### config.mk
export PLATFORM = sky130hd
export DESIGN_NAME = cbwd_top
export DESIGN_NICKNAME = d
export VERILOG_FILES = /design/src/include/cbwd_pkg.sv /design/src/design/cbwd_lat_timer.sv /design/src/design/cbwd_top.sv
export SDC_FILE = /design/constraint.sdc
export NUM_CORES = 1
export LEC_CHECK = 0
export ABC_CLOCK_PERIOD_IN_PS = 3340
export BUFFER_PORTS_ARGS = -buffer_cell sky130_fd_sc_hd__buf_2
export CAP_MARGIN = 20
export CORE_MARGIN = 2
export CORE_UTILIZATION = 35
export CTS_BUF_LIST = sky130_fd_sc_hd__clkbuf_4
export DETAILED_ROUTE_END_ITERATION = 8
export PLACE_DENSITY = 0.57
export SLEW_MARGIN = 20
export SYNTH_ARGS = -nofsm -noshare
export SYNTH_HDL_FRONTEND = slang
export SYNTH_SLANG_ARGS = --single-unit
### constraint.sdc
create_clock -name aclk -period 3.34 [get_ports aclk]
set_input_delay 0.668 -clock aclk [delete_from_list [all_inputs] [get_ports aclk]]
set_output_delay 0.668 -clock aclk [all_outputs]
set_load 0.02 [all_outputs]
### src/include/cbwd_pkg.sv
// constants and types shared by the bridge decode block
// assumes a 32-bit AXI4-Lite register bus and one clock domain
package cbwd_pkg;

    // ****************************************************************
    // register indices (byte address is four times the index)
    // ****************************************************************
    localparam logic [7:0] IDX_PRI  = 8'h18;
    localparam logic [7:0] IDX_SEC  = 8'h19;
    localparam logic [7:0] IDX_SUB  = 8'h1a;
    localparam logic [7:0] IDX_LAT  = 8'h1b;
    localparam logic [7:0] IDX_W0B  = 8'h1c;
    localparam logic [7:0] IDX_W0L  = 8'h20;
    localparam logic [7:0] IDX_W1B  = 8'h24;
    localparam logic [7:0] IDX_W1L  = 8'h28;
    localparam logic [7:0] IDX_CTRL = 8'h3e;
    localparam logic [7:0] IDX_STAT = 8'h3f;

    localparam int ADDR_W = 8;
    localparam logic [7:0] ADDR_PRI  = {IDX_PRI[5:0], 2'h0};
    localparam logic [7:0] ADDR_SEC  = {IDX_SEC[5:0], 2'h0};
    localparam logic [7:0] ADDR_SUB  = {IDX_SUB[5:0], 2'h0};
    localparam logic [7:0] ADDR_LAT  = {IDX_LAT[5:0], 2'h0};
    localparam logic [7:0] ADDR_W0B  = {IDX_W0B[5:0], 2'h0};
    localparam logic [7:0] ADDR_W0L  = {IDX_W0L[5:0], 2'h0};
    localparam logic [7:0] ADDR_W1B  = {IDX_W1B[5:0], 2'h0};
    localparam logic [7:0] ADDR_W1L  = {IDX_W1L[5:0], 2'h0};
    localparam logic [7:0] ADDR_CTRL = {IDX_CTRL[5:0], 2'h0};
    localparam logic [7:0] ADDR_STAT = {IDX_STAT[5:0], 2'h0};

    // ****************************************************************
    // fields and reset values
    // ****************************************************************
    localparam logic [7:0]  RST_BUS    = 8'h00;
    localparam logic [31:0] RST_WIN    = 32'h0000_0000;
    localparam logic [31:0] WIN_MASK   = 32'hffff_f000;
    localparam logic [31:0] WIN_ONES   = 32'h0000_0fff;
    localparam int          PF0_BIT    = 8;
    localparam int          PF1_BIT    = 9;
    localparam int          STAT_EXP   = 8;
    localparam logic [7:0]  LAT_REC    = 8'h20;
    localparam logic [1:0]  RESP_OKAY  = 2'h0;
    localparam logic [1:0]  RESP_SLVERR = 2'h2;

    // ****************************************************************
    // carriers
    // ****************************************************************
    typedef struct packed {
        logic       valid;
        logic [7:0] bus;
    } cbwd_cfg_req_t;

    typedef struct packed {
        logic valid;
        logic fwd;
        logic type0;
    } cbwd_cfg_dec_t;

    typedef struct packed {
        logic        valid;
        logic [31:0] addr;
    } cbwd_mem_req_t;

    typedef struct packed {
        logic claim;
        logic win;
        logic prefetch;
    } cbwd_mem_dec_t;

endpackage : cbwd_pkg

### src/design/cbwd_lat_timer.sv
// initiator latency timer counted in secondary-bus clock cycles
// assumes cclk and the strobes are synchronous to aclk
`timescale 1ns/10ps
module cbwd_lat_timer
    import cbwd_pkg::*;
(
    // clock and reset
    input  wire logic       aclk,
    input  wire logic       aresetn,
    input  wire logic       ce,
    // control
    input  wire logic [7:0] latency,
    input  wire logic       cclk,
    input  wire logic       init_start,
    input  wire logic       data_phase_done,
    input  wire logic       xfer_done,
    // state
    output logic [7:0]      count,
    output logic            expired,
    output logic            terminate
);

    typedef struct packed {
        logic [7:0] count;
        logic       busy;
        logic       cclk_q;
        logic       expired;
        logic       terminate;
    } cbwd_lat_state_t;

    cbwd_lat_state_t s;
    cbwd_lat_state_t next_s;

    always_comb begin
        next_s = s;
        next_s.cclk_q = cclk;
        next_s.terminate = 1'b0;
        if (init_start) begin
            next_s.count = latency;
            next_s.busy = 1'b1;
            next_s.expired = (latency == RST_BUS);
        end else if (s.busy) begin
            if (cclk && !s.cclk_q && s.count != RST_BUS) begin
                next_s.count = s.count - 8'h01;
                next_s.expired = (s.count == 8'h01);
            end
            // expiry only cuts the transfer at a data phase boundary
            if (s.expired && data_phase_done) begin
                next_s.terminate = 1'b1;
                next_s.busy = 1'b0;
            end else if (xfer_done) begin
                next_s.busy = 1'b0;
            end
        end
    end

    always_ff @(posedge aclk) begin
        if (!aresetn) begin
            s <= '0;
        end else if (ce) begin
            s <= next_s;
        end
    end

    assign count = s.count;
    assign expired = s.expired;
    assign terminate = s.terminate;

    chk_lat_load_value: assert property (
        @(posedge aclk) disable iff (!aresetn)
        ce && init_start |=> s.count == $past(latency) && s.busy)
        else $error("latency count not loaded at start");

    chk_lat_term_phase: assert property (
        @(posedge aclk) disable iff (!aresetn)
        ce && s.busy && s.expired && data_phase_done && !init_start
        |=> terminate && !s.busy)
        else $error("expired transfer not ended at data phase");

endmodule : cbwd_lat_timer

### src/design/cbwd_top.sv
// bus number, latency timer and memory window decode for a bridge
// assumes AXI4-Lite register access and one clock, aclk
//
// Register access over AXI4-Lite was decided locally.
`timescale 1ns/10ps

// Behaviour
// - an 8-bit rw primary bus number register resets to zero.
// - an 8-bit rw secondary bus number register resets to zero.
// - an 8-bit rw subordinate bus number register resets to zero.
// - config forwarding compares the target bus with all three.
// - starting an initiator frame loads a latency count of cclk cycles.
// - on expiry the transfer ends when the next data phase completes.
// - window base and limit bits 31 to 12 are read/write.
// - window bits 11 to 0 read as zero and ignore writes.
// - each window has its own prefetchable control bit.
// - a window claims nothing while its base and limit are both zero.
// - windows steer primary memory down and secondary cycles outside them up.
module cbwd_top
    import cbwd_pkg::*;
(
    // clock, reset, enable
    input  wire logic          aclk,
    input  wire logic          aresetn,
    input  wire logic          ce,
    // register bus
    input  wire logic [7:0]    s_axi_awaddr,
    input  wire logic          s_axi_awvalid,
    output logic               s_axi_awready,
    input  wire logic [31:0]   s_axi_wdata,
    input  wire logic [3:0]    s_axi_wstrb,
    input  wire logic          s_axi_wvalid,
    output logic               s_axi_wready,
    output logic [1:0]         s_axi_bresp,
    output logic               s_axi_bvalid,
    input  wire logic          s_axi_bready,
    input  wire logic [7:0]    s_axi_araddr,
    input  wire logic          s_axi_arvalid,
    output logic               s_axi_arready,
    output logic [31:0]        s_axi_rdata,
    output logic [1:0]         s_axi_rresp,
    output logic               s_axi_rvalid,
    input  wire logic          s_axi_rready,
    // configuration decode
    input  wire cbwd_cfg_req_t cfg_req,
    output cbwd_cfg_dec_t      cfg_dec,
    // memory decode
    input  wire cbwd_mem_req_t pri_mem,
    output cbwd_mem_dec_t      pri_dec,
    input  wire cbwd_mem_req_t sec_mem,
    output logic               sec_fwd_up,
    // secondary initiator
    input  wire logic          cclk,
    input  wire logic          init_start,
    input  wire logic          data_phase_done,
    input  wire logic          xfer_done,
    output logic               lat_expired,
    output logic               lat_terminate
);

    // ****************************************************************
    // state
    // ****************************************************************
    typedef struct packed {
        logic          awready;
        logic          wready;
        logic          arready;
        logic          aw_held;
        logic          w_held;
        logic [7:0]    awaddr;
        logic [31:0]   wdata;
        logic [3:0]    wstrb;
        logic          bvalid;
        logic [1:0]    bresp;
        logic          rvalid;
        logic [31:0]   rdata;
        logic [1:0]    rresp;
        logic [7:0]    pri;
        logic [7:0]    sec;
        logic [7:0]    sub;
        logic [7:0]    lat;
        logic [31:0]   w0b;
        logic [31:0]   w0l;
        logic [31:0]   w1b;
        logic [31:0]   w1l;
        logic          pf0;
        logic          pf1;
        cbwd_cfg_dec_t cfg_dec;
        cbwd_mem_dec_t pri_dec;
        logic          sec_fwd_up;
    } cbwd_top_state_t;

    cbwd_top_state_t s;
    cbwd_top_state_t next_s;
    logic [7:0]      lat_count;

    // ****************************************************************
    // helpers
    // ****************************************************************
    function automatic logic win_en(input logic [31:0] base,
                                    input logic [31:0] limit);
        return (base != RST_WIN) || (limit != RST_WIN);
    endfunction : win_en

    function automatic logic in_win(input logic [31:0] addr,
                                    input logic [31:0] base,
                                    input logic [31:0] limit);
        return win_en(base, limit) && addr >= base
            && addr <= (limit | WIN_ONES);
    endfunction : in_win

    function automatic logic [31:0] strb_win(input logic [31:0] old,
                                             input logic [31:0] data,
                                             input logic [3:0]  strb);
        logic [31:0] v;
        v = old;
        for (int i = 0; i < 4; i++) begin
            if (strb[i]) begin
                v[i*8 +: 8] = data[i*8 +: 8];
            end
        end
        return v & WIN_MASK;
    endfunction : strb_win

    // ****************************************************************
    // next state
    // ****************************************************************
    always_comb begin
        logic hit0;
        logic hit1;
        logic up0;
        logic up1;
        hit0 = 1'b0;
        hit1 = 1'b0;
        up0 = 1'b0;
        up1 = 1'b0;
        next_s = s;

        // write address and data may arrive in either order
        if (s_axi_awvalid && s.awready) begin
            next_s.aw_held = 1'b1;
            next_s.awaddr = s_axi_awaddr;
        end
        if (s_axi_wvalid && s.wready) begin
            next_s.w_held = 1'b1;
            next_s.wdata = s_axi_wdata;
            next_s.wstrb = s_axi_wstrb;
        end
        if (s.bvalid && s_axi_bready) begin
            next_s.bvalid = 1'b0;
        end
        if (next_s.aw_held && next_s.w_held && !s.bvalid) begin
            next_s.aw_held = 1'b0;
            next_s.w_held = 1'b0;
            next_s.bvalid = 1'b1;
            next_s.bresp = RESP_OKAY;
            case (next_s.awaddr)
                ADDR_PRI: begin
                    if (next_s.wstrb[0]) begin
                        next_s.pri = next_s.wdata[7:0];
                    end
                end
                ADDR_SEC: begin
                    if (next_s.wstrb[0]) begin
                        next_s.sec = next_s.wdata[7:0];
                    end
                end
                ADDR_SUB: begin
                    if (next_s.wstrb[0]) begin
                        next_s.sub = next_s.wdata[7:0];
                    end
                end
                ADDR_LAT: begin
                    if (next_s.wstrb[0]) begin
                        next_s.lat = next_s.wdata[7:0];
                    end
                end
                ADDR_W0B: begin
                    next_s.w0b = strb_win(s.w0b, next_s.wdata,
                                          next_s.wstrb);
                end
                ADDR_W0L: begin
                    next_s.w0l = strb_win(s.w0l, next_s.wdata,
                                          next_s.wstrb);
                end
                ADDR_W1B: begin
                    next_s.w1b = strb_win(s.w1b, next_s.wdata,
                                          next_s.wstrb);
                end
                ADDR_W1L: begin
                    next_s.w1l = strb_win(s.w1l, next_s.wdata,
                                          next_s.wstrb);
                end
                ADDR_CTRL: begin
                    if (next_s.wstrb[1]) begin
                        next_s.pf0 = next_s.wdata[PF0_BIT];
                        next_s.pf1 = next_s.wdata[PF1_BIT];
                    end
                end
                ADDR_STAT: begin
                    next_s.bresp = RESP_OKAY;
                end
                default: begin
                    next_s.bresp = RESP_SLVERR;
                end
            endcase
        end
        next_s.awready = !next_s.aw_held && !next_s.bvalid;
        next_s.wready = !next_s.w_held && !next_s.bvalid;

        // read channel: one read in flight, answered the next cycle
        if (s.rvalid && s_axi_rready) begin
            next_s.rvalid = 1'b0;
        end
        if (s_axi_arvalid && s.arready) begin
            next_s.rvalid = 1'b1;
            next_s.rresp = RESP_OKAY;
            next_s.rdata = 32'h0000_0000;
            case (s_axi_araddr)
                ADDR_PRI:  next_s.rdata[7:0] = s.pri;
                ADDR_SEC:  next_s.rdata[7:0] = s.sec;
                ADDR_SUB:  next_s.rdata[7:0] = s.sub;
                ADDR_LAT:  next_s.rdata[7:0] = s.lat;
                ADDR_W0B:  next_s.rdata = s.w0b;
                ADDR_W0L:  next_s.rdata = s.w0l;
                ADDR_W1B:  next_s.rdata = s.w1b;
                ADDR_W1L:  next_s.rdata = s.w1l;
                ADDR_CTRL: begin
                    next_s.rdata[PF0_BIT] = s.pf0;
                    next_s.rdata[PF1_BIT] = s.pf1;
                end
                ADDR_STAT: begin
                    next_s.rdata[7:0] = lat_count;
                    next_s.rdata[STAT_EXP] = lat_expired;
                end
                default: next_s.rresp = RESP_SLVERR;
            endcase
        end
        next_s.arready = !next_s.rvalid;

        // configuration forwarding, own bus number never forwarded
        next_s.cfg_dec.valid = cfg_req.valid;
        next_s.cfg_dec.fwd = cfg_req.valid && cfg_req.bus != s.pri
            && cfg_req.bus >= s.sec && cfg_req.bus <= s.sub;
        next_s.cfg_dec.type0 = next_s.cfg_dec.fwd
            && cfg_req.bus == s.sec;

        // window 0 wins where the two windows overlap
        hit0 = in_win(pri_mem.addr, s.w0b, s.w0l);
        hit1 = in_win(pri_mem.addr, s.w1b, s.w1l);
        next_s.pri_dec.claim = pri_mem.valid && (hit0 || hit1);
        next_s.pri_dec.win = pri_mem.valid && !hit0 && hit1;
        next_s.pri_dec.prefetch = pri_mem.valid
            && (hit0 ? s.pf0 : (hit1 && s.pf1));
        up0 = in_win(sec_mem.addr, s.w0b, s.w0l);
        up1 = in_win(sec_mem.addr, s.w1b, s.w1l);
        next_s.sec_fwd_up = sec_mem.valid && !up0 && !up1;
    end

    always_ff @(posedge aclk) begin
        if (!aresetn) begin
            s <= '0;
        end else if (ce) begin
            s <= next_s;
        end
    end

    // ****************************************************************
    // latency timer
    // ****************************************************************
    // too small a value cuts most bursts short; software's concern
    cbwd_lat_timer u_lat (
        .aclk            (aclk),
        .aresetn         (aresetn),
        .ce              (ce),
        .latency         (s.lat),
        .cclk            (cclk),
        .init_start      (init_start),
        .data_phase_done (data_phase_done),
        .xfer_done       (xfer_done),
        .count           (lat_count),
        .expired         (lat_expired),
        .terminate       (lat_terminate)
    );

    // ****************************************************************
    // outputs
    // ****************************************************************
    assign s_axi_awready = s.awready;
    assign s_axi_wready  = s.wready;
    assign s_axi_bvalid  = s.bvalid;
    assign s_axi_bresp   = s.bresp;
    assign s_axi_arready = s.arready;
    assign s_axi_rvalid  = s.rvalid;
    assign s_axi_rdata   = s.rdata;
    assign s_axi_rresp   = s.rresp;
    assign cfg_dec       = s.cfg_dec;
    assign pri_dec       = s.pri_dec;
    assign sec_fwd_up    = s.sec_fwd_up;

    // ****************************************************************
    // checks
    // ****************************************************************
    chk_bus_reset_zero: assert property (
        @(posedge aclk) disable iff (!aresetn)
        $rose(aresetn) |-> s.pri == RST_BUS && s.sec == RST_BUS
            && s.sub == RST_BUS)
        else $error("bus numbers not zero after reset");

    chk_sec_write_lands: assert property (
        @(posedge aclk) disable iff (!aresetn)
        ce && next_s.bvalid && !s.bvalid
            && next_s.awaddr == ADDR_SEC && next_s.wstrb[0]
        |=> s.sec == $past(next_s.wdata[7:0]) && s_axi_bvalid)
        else $error("secondary bus number write lost");

    chk_cfg_fwd_range: assert property (
        @(posedge aclk) disable iff (!aresetn)
        ce && cfg_req.valid && cfg_req.bus == s.sub
            && s.sub >= s.sec && s.sub != s.pri
        |=> cfg_dec.fwd)
        else $error("config cycle to subordinate not forwarded");

    chk_cfg_own_bus: assert property (
        @(posedge aclk) disable iff (!aresetn)
        ce && cfg_req.valid && cfg_req.bus == s.pri |=> !cfg_dec.fwd)
        else $error("config cycle to primary bus forwarded");

    chk_win_low_zero: assert property (
        @(posedge aclk) disable iff (!aresetn)
        ((s.w0b | s.w0l | s.w1b | s.w1l) & WIN_ONES) == RST_WIN)
        else $error("window low bits not zero");

    chk_win_off_claim: assert property (
        @(posedge aclk) disable iff (!aresetn)
        ce && (s.w0b | s.w0l | s.w1b | s.w1l) == RST_WIN
        |=> !pri_dec.claim)
        else $error("disabled window claimed a cycle");

    chk_prefetch_sel: assert property (
        @(posedge aclk) disable iff (!aresetn)
        ce ##1 pri_dec.claim && !pri_dec.win
        |-> pri_dec.prefetch == $past(s.pf0))
        else $error("window 0 prefetch bit not applied");

    chk_win_limit_top: assert property (
        @(posedge aclk) disable iff (!aresetn)
        ce && pri_mem.valid && s.w0b != RST_WIN && s.w0l >= s.w0b
            && pri_mem.addr == (s.w0l | WIN_ONES)
        |=> pri_dec.claim && !pri_dec.win)
        else $error("top of window 0 not claimed");

    chk_bresp_holds: assert property (
        @(posedge aclk) disable iff (!aresetn)
        s_axi_bvalid && !s_axi_bready |=> s_axi_bvalid)
        else $error("write response dropped before taken");

endmodule : cbwd_top

# [Word-level counts from Yosys, hierarchy flattened]
# Index checks and enable logic that the tools add are counted.
[totals] reg_bits=220 input_bits=139 output_inout_bits=50 word_cells=178
[classes] n_addsub=1 n_lt_le_gt_ge=10 eq_ne=23 muxes=26 n_reduce_logical=74
[ops] operator="greater-or-equal comparator 32 bit" n=4
[ops] operator="<= comparator 32 bit" n=4
[ops] operator="nonzero test 32 bit" n=4
[ops] operator="one-hot mux 22 bit (4 select lines)" n=1
[ops] operator="== test 8 x 7 -> 1 bit (second input constant)" n=10
[ops] operator="== test 8 bit (second input constant)" n=10
[ops] operator="AND reduction 4 bit" n=17
[ops] operator="one-hot mux 8 bit (5 select lines)" n=1
[ops] operator="2-to-1 mux 36 bit" n=1
[ops] operator="2-to-1 mux 35 bit" n=1
[ops] operator="logical AND 1 bit" n=31
[ops] operator="OR reduction 10 bit" n=2
[ops] operator="2-to-1 mux 9 bit" n=2
[ops] operator="2-to-1 mux 8 bit" n=2
[ops] operator="2-to-1 mux 1 bit" n=12
[ops] operator="zero test 1 bit" n=9
[ops] operator="== test 8 x 1 -> 1 bit (second input constant)" n=1
[ops] operator="== test 8 bit" n=1
[ops] operator="greater-or-equal comparator 8 bit" n=1
[ops] operator="<= comparator 8 bit" n=1
[ops] operator="zero test 8 bit" n=1
[ops] operator="2-to-1 mux 2 bit" n=4
[ops] operator="inequality test 8 bit" n=1
[ops] operator="nonzero test 8 bit" n=1
[ops] operator="other kinds (7)" n=12

# [Depth between registers and ports, before layout]
[logic_depth] ltp_word=8 ltp_mapped=10 mapped_depth_nobuf=9

# [Hierarchy]
# A second synthesis with hierarchy kept.
[hier_totals] cells_unflattened=1692 hier_area_um2=14168.6
[modules_own_cells] mod="cbwd_top" instances=1 cells_per_inst=1589 area_per_inst_um2=13361.6 seq_area_each_um2=4043.9
[modules_own_cells] mod="cbwd_lat_timer" instances=1 cells_per_inst=103 area_per_inst_um2=807.0 seq_area_each_um2=240.2

# [Worst setup path after synthesis]
# OpenSTA, ideal clock, no wires.
[synth_path] kind="input -> register" start="input port pri_mem[27] in the netlist's numbering" end="register s, in the netlist pri_dec[0]" setup_ns=0.122 arrival_ns=2.651 required_time_ns=3.218 path_slack_ns=0.567 cell_stages=8 path_buffers=0 cell_sequence="ha_1 > nand4_1 > or4_1 > a2111oi_0 > nor3_1 > a211o_1 > or3_1 > o311a_1"
[synth_between] elab_chain_len=6 word_cells_on_any_way=11 classes_between="4 x order compare; 1 x mux; 6 x reduce/logical"
[synth_rtl] element="start, declared" line="cbwd_top.sv:48" rtl="input wire cbwd_mem_req_t pri_mem,"
[synth_rtl] element="greater-or-equal comparator 32 bit" line="cbwd_top.sv:108" rtl="return win_en(base, limit) && addr >= base"
[synth_rtl] element="logical AND 1 bit" line="cbwd_top.sv:108"
[synth_rtl] element="logical AND 1 bit" line="cbwd_top.sv:109" rtl="&& addr <= (limit | WIN_ONES);"
[synth_rtl] element="logical AND 1 bit" line="cbwd_top.sv:254" rtl="&& (hit0 ? s.pf0 : (hit1 && s.pf1));"
[synth_rtl] element="2-to-1 mux 1 bit *" line="cbwd_top.sv:254"
[synth_rtl] element="logical AND 1 bit *" line="cbwd_top.sv:254"
[synth_rtl] element="end signal, assigned" line="cbwd_top.sv:264" rtl="s <= next_s;"
[synth_rtl] element="end, declared" line="cbwd_top.sv:93" rtl="cbwd_top_state_t s;"
# Every way passes the cells marked *; elsewhere a longest branch is shown, timed or not.
# A chain may end at the register's enable or synchronous reset.

# [Final worst setup path]
[layout_path] start="register s[130] in the netlist's numbering" end="register s, in the netlist pri_dec[0]"
[layout_between] elab_chain_len=6 word_cells_on_any_way=7 classes_between="1 x order compare; 1 x mux; 5 x reduce/logical"
[layout_rtl] element="branches (longest 2 deep; another with greater-or-equal comparator 32 bit)"
[layout_rtl] element="logical AND 1 bit *" line="cbwd_top.sv:108"
[layout_rtl] element="logical AND 1 bit *" line="cbwd_top.sv:109"
[layout_rtl] element="2-to-1 mux 1 bit *" line="cbwd_top.sv:254"
[layout_rtl] element="logical AND 1 bit *" line="cbwd_top.sv:254"
# Every way passes the cells marked *.

==> key figures <==
Clock network
  – Clock latency on the worst-skew pair: 0.72 ns
  – Setup Fix Bufs, Post-CTS: 0
  – Cts bufs inserted: 57
  – TritonCTS clock tree: done
  – Worst-path clk slew: 0.07 ns
  – Resize count post-CTS: 0
  – Htree depth: 2
  – # hold bufs at CTS: 0
  – Max Root-Sink Buffers: 3
  – CTS root buf: clkbuf_4
  – Sinks on the clock net: 214

Die
  – Die Width: 207 um
  – Die Area: 42800 um2
  – I/O Pins: 189
  – Starting Density: 0.354
  – Core Rows: 74
  – Core Region: 40700 um2
  – Die Y: 207 um

Logic synthesis
  – Fraction of the mapped netlist area in adder cells: 0.155
  – Mapped cell area: 14400 um2
  – Xor-xnor portion of the synthesized cell area: 0.00547
  – Largest family of logic cells by synthesized area: compound AO/OA/AOI/OAI gates
  – Synth Flop Type: dfxtp_1
  – YS warnings: 0
  – #FFs+latches synth: 214
  – Cell variety after synth: 75
  – Post-synth EDFFs: 0
  – Synth Instances: 1670
  – Synth async-reset ratio: 0
  – Mux share of post-synthesis cell area: 0.0590
  – Compound-Gate Fraction of Synth Area: 0.225
  – Post-synthesis sequential area ratio: 0.297
  – Mean Syn Cell Area: 8.63 um2
  – Post-Synth Simple-Gate Area: 0.186

Timing
  – Setup violators final: 0
  – Slew HR: 0.450
  – Clock skew: 0.0410 ns
  – Final Max Slew Viols: 0
  – Unrepaired setup endpoints after global routing: false
  – Final min period: 3.08 ns
  – Highest clock rate: 324 MHz
  – Final Hold Vio Count: 0
  – TNS Setup: 0 ns
  – Actual slew at the worst max-slew pin: 0.819 ns
  – Period utilization: 0.923

Drt
  – Final wirelength: 49100 um
  – Max Used Layer: met5
  – Wl on met1: 21600 um
  – Vias/cell: 5.55
  – Routed length on met3: 3440 um
  – Via count: 13356
  – Number of iterations in the first detailed-routing pass: 5
  – DR WL met2: 22300 um
  – DRC: 0
  – Drt wl/cell: 20.4 um
  – Initial DRC count: 806
  – Post-DRT Antenna Nets: 0

Critical path
  – Worst r2r dst: pri_dec[0]
  – Critical Path Sink Type: flip-flop
  – Setup crit start: s[130]
  – Crit Path Max Fanout: 4
  – R2R depth: 9
  – Critical Path End: pri_dec[0]
  – Critical R2R Launch: s[130]
  – R2r setup slk: 0.26 ns
  – Crit Path Class: reg2reg
  – Worst EP required: 3.91 ns
  – Startpoint types: flip-flop
  – Arr. time, crit path: 3.65 ns

Flow run
  – Max_cap viols: 0

Cells and area
  – Fraction of layout instances using a drive strength above 1: 0.186
  – Nets@finish: 2153
  – Area Growth Syn to Fin: 13.7%
  – Final core occ: 0.402

Global routing
  – All-Layer GR Usage: 0.228
  – First-pass GRT wire length: 74000 um
  – Vias in the first global route: 12792
  – Largest net degree at the start of global routing: 108
  – Number of antenna violations at the first check in global routing: 8
  – Overflow after GRT: 0

Placed design
  – Port buffer count: 182
  – GPL Wtd Cong: 0.941
  – DP HPWL: 39100 um

Run status
  – Status: complete, no violations

Power and ir drop
  – Peak supply drop: 0.248 mV
  – Leakage: 7.64 nW
  – PwrDens: 347 nW/um2

Min path
  – Worst Hold Launch: s_axi_wdata[24]
  – Worst hold path class: in2reg
==> report_power, final <==
group	internal, mW	switching, mW	leakage, nW
registers	2.58	0.0262	1.73
logic	0.298	0.442	5.49
clock network	1.25	1.10	0.429
total	4.13	1.56	7.64
==> sequential cells by signal, indices dropped and copies added (netlist names), 2 cells and up <==
name / count
cfg_dec: 3
pri_dec: 3
s: 158
s_axi_rdata: 30
u_lat.count: 8
u_lat.s: 2
==> placed cells by master, fill, tap and decap left out, drive strengths merged, types with 4 or more instances in the layout <==
cell / instances
or2: 11
a32oi: 5
nand4: 43
a222oi: 7
clkinv: 8
mux2: 11
ha: 179
o21ai: 73
o211ai: 7
conb: 4
a211oi: 12
and2: 14
nor3: 20
nand3b: 4
inv: 108
and4: 7
nand2: 233
a21oi: 68
o211a: 90
clkbuf: 87
a221oi: 15
o21a: 12
mux2i: 70
nor2: 50
buf: 216
nand3: 18
a21boi: 54
nor3b: 7
nor2b: 56
and3: 7
a21o: 24
a22oi: 43
nor4: 40
dfxtp: 214
xor2: 8
==> critical path: stages, from the launching register on <==
cell       delay, ns
dfxtp_1         0.45
inv_1           0.12
ha_1            0.32
nand4_1         0.17
or4_1           0.53
a2111oi_0       0.39
nor3_1          0.10
a211o_1         0.36
or3_1           0.38
o311a_1         0.13
==> cell families after synthesis <==
kind of cell,after synthesis
compound gates,438
xor+xnor,9
fa+ha+maj,179
buf+inv,221
flops,214
mux,82
other cells,1
simple gates,526
==> through the flow <==
| stage | area (um2) | power, mW | cells | setup WS [ns] | hold WS [ns] |
|---|---|---|---|---|---|
| 2_1_floorplan | 14400 | 3.12 | 1673 | 0.567 | 0.440 |
| 4_1_cts | 16400 | 5.78 | 2405 | 0.254 | 0.133 |
| 6_report | 16400 | 5.69 | 2408 | 0.258 | 0.213 |
| 3_3_place_gp | 15700 | 3.38 | 2308 | 0.110 | 0.447 |
| 3_5_place_dp | 15700 | 3.40 | 2308 | 0.0846 | 0.454 |
| 5_1_grt | 16400 | 6.00 | 2406 | 0.0837 | 0.169 |
==> Yosys cell counts, types with 21 or more instances <==
library cell	number	area share
a22oi_1	43	0.022
buf_4	45	0.023
nor2_1	40	0.010
nand4_1	43	0.019
nand2_1	233	0.061
a21o_1	24	0.013
o21ai_1	21	0.0073
nor4_1	37	0.016
nor2b_1	56	0.024
a21oi_1	68	0.024
ha_1	179	0.16
inv_1	108	0.028
a21boi_0	52	0.027
mux2i_1	69	0.048
clkbuf_1	50	0.013
o21ai_0	52	0.018
o211a_1	90	0.063
dfxtp_1	214	0.30
==> per-layer routing <==
metal,vias up,track usage
li1,6448,-
met1,6373,0.298
met2,425,0.370
met3,100,0.0473
met4,10,0.0798
met5,-,0
==> worst min-delay path by stage <==
stage | to | cells past startpoint
floorplan | s[219] | 2
global route | s[241] | 3
global placement | s[226] | 2
detailed placement | s[224] | 2
finish | s[235] | 3
CTS | s[239] | 3
==> final cells by class <==
cell class,count,area (um2)
fillers,4291,24400
multi-input cells,1238,9120
flip-flops and latches,214,4280
repair buffers,216,1180
well taps,532,666
clock buffers,87,653
inverters,108,405
clock inverters,10,68.8
diodes,3,7.51
Note: power is estimated with default switching activity, not from simulation.
